<file path="src/rtl/pwc_map.svh">
/*
  Register offsets, field positions, reset values and encodings of the
  pulse width capture timer.
  Assumes: included by its bare name from files that need the numbers.
*/
`ifndef PWC_MAP_SVH
`define PWC_MAP_SVH

// Byte addresses on APB
`define PWC_ADDR_CTL0        32'hFFFFF300
`define PWC_ADDR_CTL1        32'hFFFFF304
`define PWC_ADDR_SEL         32'hFFFFF308
`define PWC_ADDR_IOC1        32'hFFFFF30C
`define PWC_ADDR_OPT0        32'hFFFFF310
`define PWC_ADDR_CNT         32'hFFFFF314
`define PWC_ADDR_CCR0        32'hFFFFF318
`define PWC_ADDR_CCR1        32'hFFFFF31C
`define PWC_ADDR_IOC0        32'hFFFFF320

// Reset values and counter clear and top values
`define PWC_RST_BYTE         8'h00
`define PWC_RST_WORD         16'h0000
`define PWC_CNT_STOPPED      16'hFFFF
`define PWC_CNT_CLEAR        16'h0000
`define PWC_CNT_TOP          16'hFFFF

// timer_control_0 fields
`define PWC_CE_POS           7
`define PWC_CKS_LSB          0
`define PWC_CKS_MSB          2
// timer_control_1 fields
`define PWC_MD_LSB           0
`define PWC_MD_MSB           2
`define PWC_MODE_PULSE_WIDTH 3'h6
// edge_select_control fields
`define PWC_IS0_LSB          0
`define PWC_IS1_LSB          2
`define PWC_EDGE_NONE        2'h0
`define PWC_EDGE_RISE        2'h1
`define PWC_EDGE_FALL        2'h2
`define PWC_EDGE_BOTH        2'h3
// timer_option fields
`define PWC_OVF_POS          0
`define PWC_CCS_LSB          4
// capture_source_select fields
`define PWC_ISEL0_POS        3
`define PWC_ISEL1_POS        4
// output_control fields
`define PWC_OE0_POS          0
`define PWC_OL0_POS          1
`define PWC_OE1_POS          2
`define PWC_OL1_POS          3

`endif

</file>
<file path="src/rtl/pwc_pkg.sv">
/*
  Types of the pulse width capture timer: register index and state record.
  Assumes: compiled before the timer module; nothing imports it.
*/
`default_nettype none
package pwc_pkg;

  typedef enum logic [3:0] {
    PWC_R_CTL0,
    PWC_R_CTL1,
    PWC_R_SEL,
    PWC_R_IOC1,
    PWC_R_OPT0,
    PWC_R_CNT,
    PWC_R_CCR0,
    PWC_R_CCR1,
    PWC_R_IOC0,
    PWC_R_NONE
  } pwc_reg_e;

  typedef struct packed {
    logic [7:0]  ctl0;
    logic [7:0]  ctl1;
    logic [7:0]  ioc0;
    logic [7:0]  ioc1;
    logic [1:0]  ccs;
    logic        ovf;
    logic [1:0]  route;
    logic [15:0] cnt;
    logic [15:0] ccr0;
    logic [15:0] ccr1;
    logic [6:0]  presc;
    logic        started;
    logic [3:0]  sync1;
    logic [3:0]  sync2;
    logic [1:0]  prev;
    logic [1:0]  pend;
    logic [1:0]  cap_irq;
    logic        wrap_irq;
    logic [1:0]  tout;
    logic        pready;
    logic        pslverr;
    logic [31:0] prdata;
  } pwc_state_s;

endpackage
`default_nettype wire

</file>
<file path="src/rtl/pwc_timer.sv">
/*
  Sixteen-bit timer channel with pulse width capture, APB registers,
  capture source selector and two timer output levels.
  Assumes: APB master on ref_clk; capture pins and serial lines are
  asynchronous and are synchronised here; one clock, no interrupt logic
  beyond the raw request pulses.
*/
// The APB interface to the registers was chosen for this implementation.
// Notes on behaviour
// - Overflow flag cleared by writing bit 0 zero
// - Mode pattern 110 selects pulse width measurement
// - Counter runs while count enable is one
// - Valid edge copies counter, then clears it
// - Capture raises that channel's capture request
// - Wrap after FFFFH raises overflow request, restarts
// - Wrap sets sticky overflow flag
// - Control 0 holds clock select and enable
// - Edge select fields per capture input
// - Counter readback returns count while running, zero when stopped, undisturbed
// - Output pin level follows level, enable, run
// - Pulse width mode drives no toggling output
// - Selector resets zero, routes serial lines
// - Early trigger may capture FFFFH or nothing
// - Selector takes byte and bit accesses
`timescale 1ns/1ps
`include "pwc_map.svh"
`default_nettype none
module pwc_timer (
  // Clock and reset
  input  wire logic        ref_clk,
  input  wire logic        rstn,
  // APB slave
  input  wire logic        psel,
  input  wire logic        penable,
  input  wire logic        pwrite,
  input  wire logic [31:0] paddr,
  input  wire logic [31:0] pwdata,
  input  wire logic [3:0]  pstrb,
  output logic      [31:0] prdata,
  output logic             pready,
  output logic             pslverr,
  // Capture sources
  input  wire logic        capture_input_0,
  input  wire logic        capture_input_1,
  input  wire logic        serial0_receive_line,
  input  wire logic        serial1_receive_line,
  // Requests and timer outputs
  output logic      [1:0]  capture_irq,
  output logic             wrap_irq,
  output logic      [1:0]  timer_output_pin
);

  pwc_pkg::pwc_state_s st_r;
  pwc_pkg::pwc_state_s st_nxt;

  logic [1:0]       sel_line;
  logic [1:0]       edge_hit;
  logic             ce;
  logic             pw_mode;
  logic [6:0]       tick_mask;
  logic             tick;
  logic             setup_ph;
  logic             access_ph;
  pwc_pkg::pwc_reg_e rd_idx;
  logic [31:0]      rd_val;

  // Address decode shared by read and write
  function automatic pwc_pkg::pwc_reg_e reg_index(input logic [31:0] a);
    unique case (a)
      `PWC_ADDR_CTL0: reg_index = pwc_pkg::PWC_R_CTL0;
      `PWC_ADDR_CTL1: reg_index = pwc_pkg::PWC_R_CTL1;
      `PWC_ADDR_SEL:  reg_index = pwc_pkg::PWC_R_SEL;
      `PWC_ADDR_IOC1: reg_index = pwc_pkg::PWC_R_IOC1;
      `PWC_ADDR_OPT0: reg_index = pwc_pkg::PWC_R_OPT0;
      `PWC_ADDR_CNT:  reg_index = pwc_pkg::PWC_R_CNT;
      `PWC_ADDR_CCR0: reg_index = pwc_pkg::PWC_R_CCR0;
      `PWC_ADDR_CCR1: reg_index = pwc_pkg::PWC_R_CCR1;
      `PWC_ADDR_IOC0: reg_index = pwc_pkg::PWC_R_IOC0;
      default:        reg_index = pwc_pkg::PWC_R_NONE;
    endcase
  endfunction

  // Byte-lane merge for sixteen-bit registers
  function automatic logic [15:0] merge16(input logic [15:0] old,
                                          input logic [31:0] wd,
                                          input logic [3:0]  sb);
    merge16 = old;
    if (sb[0]) begin
      merge16[7:0] = wd[7:0];
    end
    if (sb[1]) begin
      merge16[15:8] = wd[15:8];
    end
  endfunction

  // Edge match against a two-bit edge selection
  function automatic logic edge_match(input logic [1:0] es,
                                      input logic       now,
                                      input logic       old);
    unique case (es)
      `PWC_EDGE_RISE: edge_match = now & ~old;
      `PWC_EDGE_FALL: edge_match = ~now & old;
      `PWC_EDGE_BOTH: edge_match = now ^ old;
      default:        edge_match = 1'b0;
    endcase
  endfunction

  // Selected capture lines from the second synchroniser stage
  assign sel_line[0] = st_r.route[0] ? st_r.sync2[2] : st_r.sync2[0];
  assign sel_line[1] = st_r.route[1] ? st_r.sync2[3] : st_r.sync2[1];

  assign ce      = st_r.ctl0[`PWC_CE_POS];
  assign pw_mode = (st_r.ctl1[`PWC_MD_MSB:`PWC_MD_LSB] == `PWC_MODE_PULSE_WIDTH);

  // Prescaler: count step every 2^clock_select cycles
  assign tick_mask = 7'((8'h01 << st_r.ctl0[`PWC_CKS_MSB:`PWC_CKS_LSB]) - 8'h01);
  assign tick      = ce && ((st_r.presc & tick_mask) == tick_mask);

  assign setup_ph  = psel & ~penable;
  assign access_ph = psel & penable & st_r.pready;
  assign rd_idx    = reg_index(paddr);

  // Read mux
  always_comb begin
    rd_val = 32'h00000000;
    unique case (rd_idx)
      pwc_pkg::PWC_R_CTL0: rd_val[7:0] = st_r.ctl0;
      pwc_pkg::PWC_R_CTL1: rd_val[7:0] = st_r.ctl1;
      pwc_pkg::PWC_R_SEL: begin
        rd_val[`PWC_ISEL0_POS] = st_r.route[0];
        rd_val[`PWC_ISEL1_POS] = st_r.route[1];
      end
      pwc_pkg::PWC_R_IOC1: rd_val[7:0] = st_r.ioc1;
      pwc_pkg::PWC_R_OPT0: begin
        rd_val[`PWC_CCS_LSB+1:`PWC_CCS_LSB] = st_r.ccs;
        rd_val[`PWC_OVF_POS] = st_r.ovf;
      end
      pwc_pkg::PWC_R_CNT:  rd_val[15:0] = ce ? st_r.cnt : `PWC_CNT_CLEAR;
      pwc_pkg::PWC_R_CCR0: rd_val[15:0] = st_r.ccr0;
      pwc_pkg::PWC_R_CCR1: rd_val[15:0] = st_r.ccr1;
      pwc_pkg::PWC_R_IOC0: rd_val[7:0] = st_r.ioc0;
      default:             rd_val = 32'h00000000;
    endcase
  end

  // Next state
  always_comb begin
    st_nxt          = st_r;
    st_nxt.cap_irq  = 2'h0;
    st_nxt.wrap_irq = 1'b0;

    // Two-stage synchronisers, then edge history of the selected lines
    st_nxt.sync1 = {serial1_receive_line, serial0_receive_line,
                    capture_input_1, capture_input_0};
    st_nxt.sync2 = st_r.sync1;
    st_nxt.prev  = sel_line;

    // APB answer prepared in the setup cycle
    st_nxt.pready  = setup_ph;
    st_nxt.pslverr = setup_ph && (rd_idx == pwc_pkg::PWC_R_NONE);
    st_nxt.prdata  = (setup_ph && !pwrite) ? rd_val : 32'h00000000;

    // Register writes, taken at the access edge
    if (access_ph && pwrite) begin
      unique case (rd_idx)
        pwc_pkg::PWC_R_CTL0: begin
          if (pstrb[0]) begin
            st_nxt.ctl0 = pwdata[7:0];
          end
        end
        pwc_pkg::PWC_R_CTL1: begin
          if (pstrb[0]) begin
            st_nxt.ctl1 = pwdata[7:0];
          end
        end
        pwc_pkg::PWC_R_SEL: begin
          if (pstrb[0]) begin
            st_nxt.route = {pwdata[`PWC_ISEL1_POS], pwdata[`PWC_ISEL0_POS]};
          end
        end
        pwc_pkg::PWC_R_IOC1: begin
          if (pstrb[0]) begin
            st_nxt.ioc1 = pwdata[7:0];
          end
        end
        pwc_pkg::PWC_R_OPT0: begin
          if (pstrb[0]) begin
            st_nxt.ccs = pwdata[`PWC_CCS_LSB+1:`PWC_CCS_LSB];
            st_nxt.ovf = st_r.ovf & pwdata[`PWC_OVF_POS];
          end
        end
        pwc_pkg::PWC_R_CCR0: st_nxt.ccr0 = merge16(st_r.ccr0, pwdata, pstrb);
        pwc_pkg::PWC_R_CCR1: st_nxt.ccr1 = merge16(st_r.ccr1, pwdata, pstrb);
        pwc_pkg::PWC_R_IOC0: begin
          if (pstrb[0]) begin
            st_nxt.ioc0 = pwdata[7:0];
          end
        end
        default: st_nxt.ctl0 = st_r.ctl0;
      endcase
    end

    // Valid edges wait for the next count step
    for (int i = 0; i < 2; i++) begin
      edge_hit[i] = edge_match(st_r.ioc1[2*i+1 -: 2], sel_line[i], st_r.prev[i]);
    end
    st_nxt.pend = (ce && pw_mode) ? (st_r.pend | edge_hit) : 2'h0;

    // Counter
    st_nxt.presc = ce ? 7'(st_r.presc + 7'h01) : 7'h00;
    if (!ce) begin
      st_nxt.cnt     = `PWC_CNT_STOPPED;
      st_nxt.started = 1'b0;
    end else if (tick) begin
      if (!st_r.started) begin
        // First step leaves the stopped value; a pending edge captures FFFFH
        st_nxt.cnt     = `PWC_CNT_CLEAR;
        st_nxt.started = 1'b1;
        if (pw_mode && (st_r.pend != 2'h0)) begin
          st_nxt.ccr0    = st_r.pend[0] ? st_r.cnt : st_nxt.ccr0;
          st_nxt.ccr1    = st_r.pend[1] ? st_r.cnt : st_nxt.ccr1;
          st_nxt.cap_irq = st_r.pend;
          st_nxt.pend    = edge_hit;
        end
      end else if (pw_mode && (st_r.pend != 2'h0)) begin
        st_nxt.ccr0    = st_r.pend[0] ? st_r.cnt : st_nxt.ccr0;
        st_nxt.ccr1    = st_r.pend[1] ? st_r.cnt : st_nxt.ccr1;
        st_nxt.cnt     = `PWC_CNT_CLEAR;
        st_nxt.cap_irq = st_r.pend;
        st_nxt.pend    = edge_hit;
      end else if (st_r.cnt == `PWC_CNT_TOP) begin
        st_nxt.cnt      = `PWC_CNT_CLEAR;
        st_nxt.wrap_irq = 1'b1;
        st_nxt.ovf      = 1'b1;
      end else begin
        st_nxt.cnt = 16'(st_r.cnt + 16'h0001);
      end
    end

    // Output levels: enabled and running inverts the idle level
    st_nxt.tout[0] = st_r.ioc0[`PWC_OL0_POS] ^ (st_r.ioc0[`PWC_OE0_POS] & ce);
    st_nxt.tout[1] = st_r.ioc0[`PWC_OL1_POS] ^ (st_r.ioc0[`PWC_OE1_POS] & ce);
  end

  always_ff @(posedge ref_clk or negedge rstn) begin
    if (!rstn) begin
      st_r <= '0;
    end else begin
      st_r <= st_nxt;
    end
  end

  assign prdata           = st_r.prdata;
  assign pready           = st_r.pready;
  assign pslverr          = st_r.pslverr;
  assign capture_irq      = st_r.cap_irq;
  assign wrap_irq         = st_r.wrap_irq;
  assign timer_output_pin = st_r.tout;
endmodule
`default_nettype wire

</file>
<file path="config.mk">
export PLATFORM = sky130hd
export DESIGN_NAME = pwc_timer
export DESIGN_NICKNAME = d
export VERILOG_FILES = /design/src/rtl/pwc_pkg.sv /design/src/rtl/pwc_timer.sv
export VERILOG_INCLUDE_DIRS = /design/src /design/src/rtl
export SDC_FILE = /design/constraint.sdc
export NUM_CORES = 1
export LEC_CHECK = 0
export BUFFER_PORTS_ARGS = -buffer_cell sky130_fd_sc_hd__buf_2
export CAP_MARGIN = 20
export CORE_ASPECT_RATIO = 1.1
export CORE_MARGIN = 4
export CORE_UTILIZATION = 57
export DETAILED_ROUTE_END_ITERATION = 12
export PLACE_DENSITY = 0.88
export SETUP_SLACK_MARGIN = 0.5
export SYNTH_ARGS = -nofsm -noshare
export SYNTH_HDL_FRONTEND = slang
export SYNTH_SLANG_ARGS = --single-unit
</file>
<file path="constraint.sdc">
create_clock -name ref_clk -period 3.93 [get_ports ref_clk]
set_clock_uncertainty 0.15 [all_clocks]
set_input_delay 0.5895 -clock ref_clk [delete_from_list [all_inputs] [get_ports ref_clk]]
set_output_delay 0.5895 -clock ref_clk [all_outputs]
set_load 0.01 [all_outputs]
</file>
==> impl_metrics.py <==
metrics = {
    "run_status": {
        "status": "finished clean",
    },
    "timing": {
        "slew-limit-headroom": 0.2961,
        "min_period_over_period": 0.8358,
        "layout_setup_ws_ps": 645.3,
        "max_freq_ghz": 0.3044,
        "rsz0062_at_grt": "no",
        "slew_violations": 0,
        "worst_slew_pin_slew_ps": 1051,
        "layout_min_cycle_time_ps": 3285,
        "hold_viol": 0,
        "tns_ps": 0,
        "holdWs_ps": 65.83,
        "setup_viol": 0,
    },
    "global_route": {
        "antenna_found_initial": 0,
        "grt_pass1_wl_um": 28750,
        "grt-ovfl-total": 0,
        "grt_max_degree": 71,
        "grt_usage": 0.2528,
        "grt_pass1_vias": 5750,
    },
    "pwr": {
        "peakVddDrop_v": 0.0002392,
        "p_per_area_nw_per_um2": 395.8,
        "static-leakage-power_nw": 3.706,
        "fin_total_pwr_mw": 3.154,
    },
    "yosys": {
        "yosysTopAreaCell": "dfrtp_1",
        "avgSynthCellArea_um2": 10.17,
        "yosysMostFrequentCell": "dfrtp_1",
        "yosysSeqAreaShare": 0.4565,
        "syn-instance-count": 690,
        "synth_edf_count": 0,
        "synth_common_cells": "dfrtp_1, nor2_1, a21oi_1, mux2i_1, mux2_2",
        "syn_area_um2": 7017,
        "synthDistinctLibCells": 69,
        "synth-async-reset-ratio": 1.000,
        "synth_area_leaders": "dfrtp_1, mux2i_1, mux2_2",
        "yosys.area.top_type_share": 0.4565,
        "yosysWarnings": 0,
        "synth-main-ff-cell": "dfrtp_1",
        "ys_ff_latch": 128,
    },
    "worst_setup_path": {
        "crit_path_max_incr_delay_ps": 620,
        "cp.required_ps": 4110,
        "r2r_cells": 7,
        "crit_slowest_cell": "or4_1",
        "rrSetupSlack_ps": 650,
        "path_cells": "or3_4 > ha_1 > nor3b_1 > nor3_1 > o211ai_4 > or4_1 > o211ai_1",
        "worstSetupPathType": "flop to flop",
        "worstSetupStartpointType": "flop",
        "cp_max_fo": 26,
        "cp-end-kind": "flop",
        "cp_data_arrival_time_ps": 3460,
    },
    "finish": {
        "antenna_cells": 0,
        "fin_nets": 819,
        "synthToLayoutAreaGrowth_pct": 13.57,
        "stdcell_area_um2": 7969,
        "instances_no_fill": 901,
        "fill_cells": 797,
        "final_util": 0.6622,
        "layout-drive-gt1-share": 0.2477,
    },
    "die": {
        "row_count": 42,
        "die_w_um": 113.8,
        "start_util": 0.5831,
        "chipHeight_um": 124.4,
        "num_io_pins": 116,
        "design.core.area_um2": 12030,
        "dieArea_um2": 14150,
    },
    "clocking": {
        "cts_sinks": 128,
        "cts-root-buf": "clkbuf_16",
        "cts_tree": "built",
        "post_cts.repair.setup_buffers": 0,
        "cts_buffer_depth": 2,
        "path_clk_slew_ps": 60,
        "cts_hold_buf": 0,
        "cts_buffers": 17,
        "clkLatencyLatePin_ps": 420,
        "ctsHtreeMaxLevel": 4,
    },
    "drt": {
        "wl_per_cell_um": 19.90,
        "wl_met2_um": 8665,
        "via_count": 5765,
        "drc": 0,
        "first_pass_iters": 6,
        "ant_nets": 0,
        "vias_per_cell": 6.398,
        "drtIter0Drc": 605,
        "wl_met3_um": 1748,
        "top_layer": "met4",
        "met1_length_um": 6693,
        "routed_wl_um": 17930,
    },
    "worst_hold_path": {
        "hold_path_class": "primary input to async pin",
    },
    "flow_run": {
        "maxCapViolCount": 0,
    },
    "place": {
        "gp_congestion": 0.8719,
        "place_area_um2": 7318,
        "place_inst": 870,
        "hpwl_um": 11820,
        "dp_worst_setup_slack_ps": 415.0,
        "io_buffers": 81,
    },
}
-- logic make-up (layout without fill, tap and decap cells) --
family	after synthesis	after routing	share of synthesized area
compound gates	123	123	0.1131
xor+xnor	8	8	0.009986
other cells	1	16	0.0005344
fa+ha+maj	7	7	0.01248
buf+inv	103	145	0.07668
simple gates	226	226	0.1842
mux	94	94	0.1466
flops	128	128	0.4565
-- final cells by class --
class                   count  area [um^2]  area share
clock buffers              21        470.5     0.05904
clock inverters            10        158.9     0.01994
inverters                  24        90.09     0.01130
multi-input cells         474         3366      0.4224
flip-flops and latches    128         3203      0.4019
well taps                 154        192.7     0.02418
repair buffers             90        488.0     0.06123
-- report_power, final --
part,internal [mW],switching (mW)
combinational,0.0464,0.101
sequential,1.33,0.00243
clock,1.11,0.574
-- critical path: cells and delay by family (launching register included) --
family | cells | cell delay, ps
AND/OR/NAND/NOR | 4 | 1780
AO/OA/AOI/OAI | 2 | 460
adder cells (fa/ha/maj) | 1 | 300
flip-flops | 1 | 490
-- sequential cells by signal, summed over array words and instances (netlist names) --
| register | count |
|---|---|
| pslverr | 1 |
| capture_irq | 2 |
| prdata | 16 |
| st_nxt | 4 |
| wrap_irq | 1 |
| timer_output_pin | 2 |
| st_r | 100 |
| pready | 1 |
| ce | 1 |
-- cell usage in the layout (no fill, tap or decap), types with 3 or more instances in the layout --
cell type,n
nand3_1,25
o211ai_1,9
o21ai_0,11
ha_1,7
buf_4,9
and2_1,8
or3_1,6
o22ai_1,5
buf_2,80
inv_1,24
conb_1,16
a21oi_1,57
nand4_1,21
mux2_4,8
nand4b_1,4
a31oi_1,4
clkinv_2,3
or4_1,12
bufinv_16,4
mux2_2,38
a22oi_1,14
nor3_1,8
nor2_1,59
clkbuf_16,17
dfrtp_1,128
and3_1,7
o221ai_1,3
nor2b_1,7
nor3b_1,3
nand2b_1,8
clkbuf_8,3
xnor2_1,7
mux2i_1,48
nand2_1,30
nor4_1,7
-- timing repair --
action	in CTS	in global routing
gates resized for setup	1	1
setup endpoints to repair	10	14
pin swaps	0	0
-- per-layer routing --
metal  vias to the layer above  global-route usage
li1                       2541                   -
met1                      2780              0.3099
met2                       364              0.4097
met3                        80             0.06074
met4                         0              0.1363
met5                         -                   0
-- final timing paths --
kind | start | end
min reg2reg | st_nxt[45] | st_r[45]
max reg2reg | st_r[137] | st_r[106]
max | st_r[137] | st_r[106]
max in group asynchronous | rstn | st_r[46]
min | rstn | st_r[87]
min in group ref_clk | capture_input_0 | st_nxt[43]
Note: power is estimated with default switching activity, not from simulation.
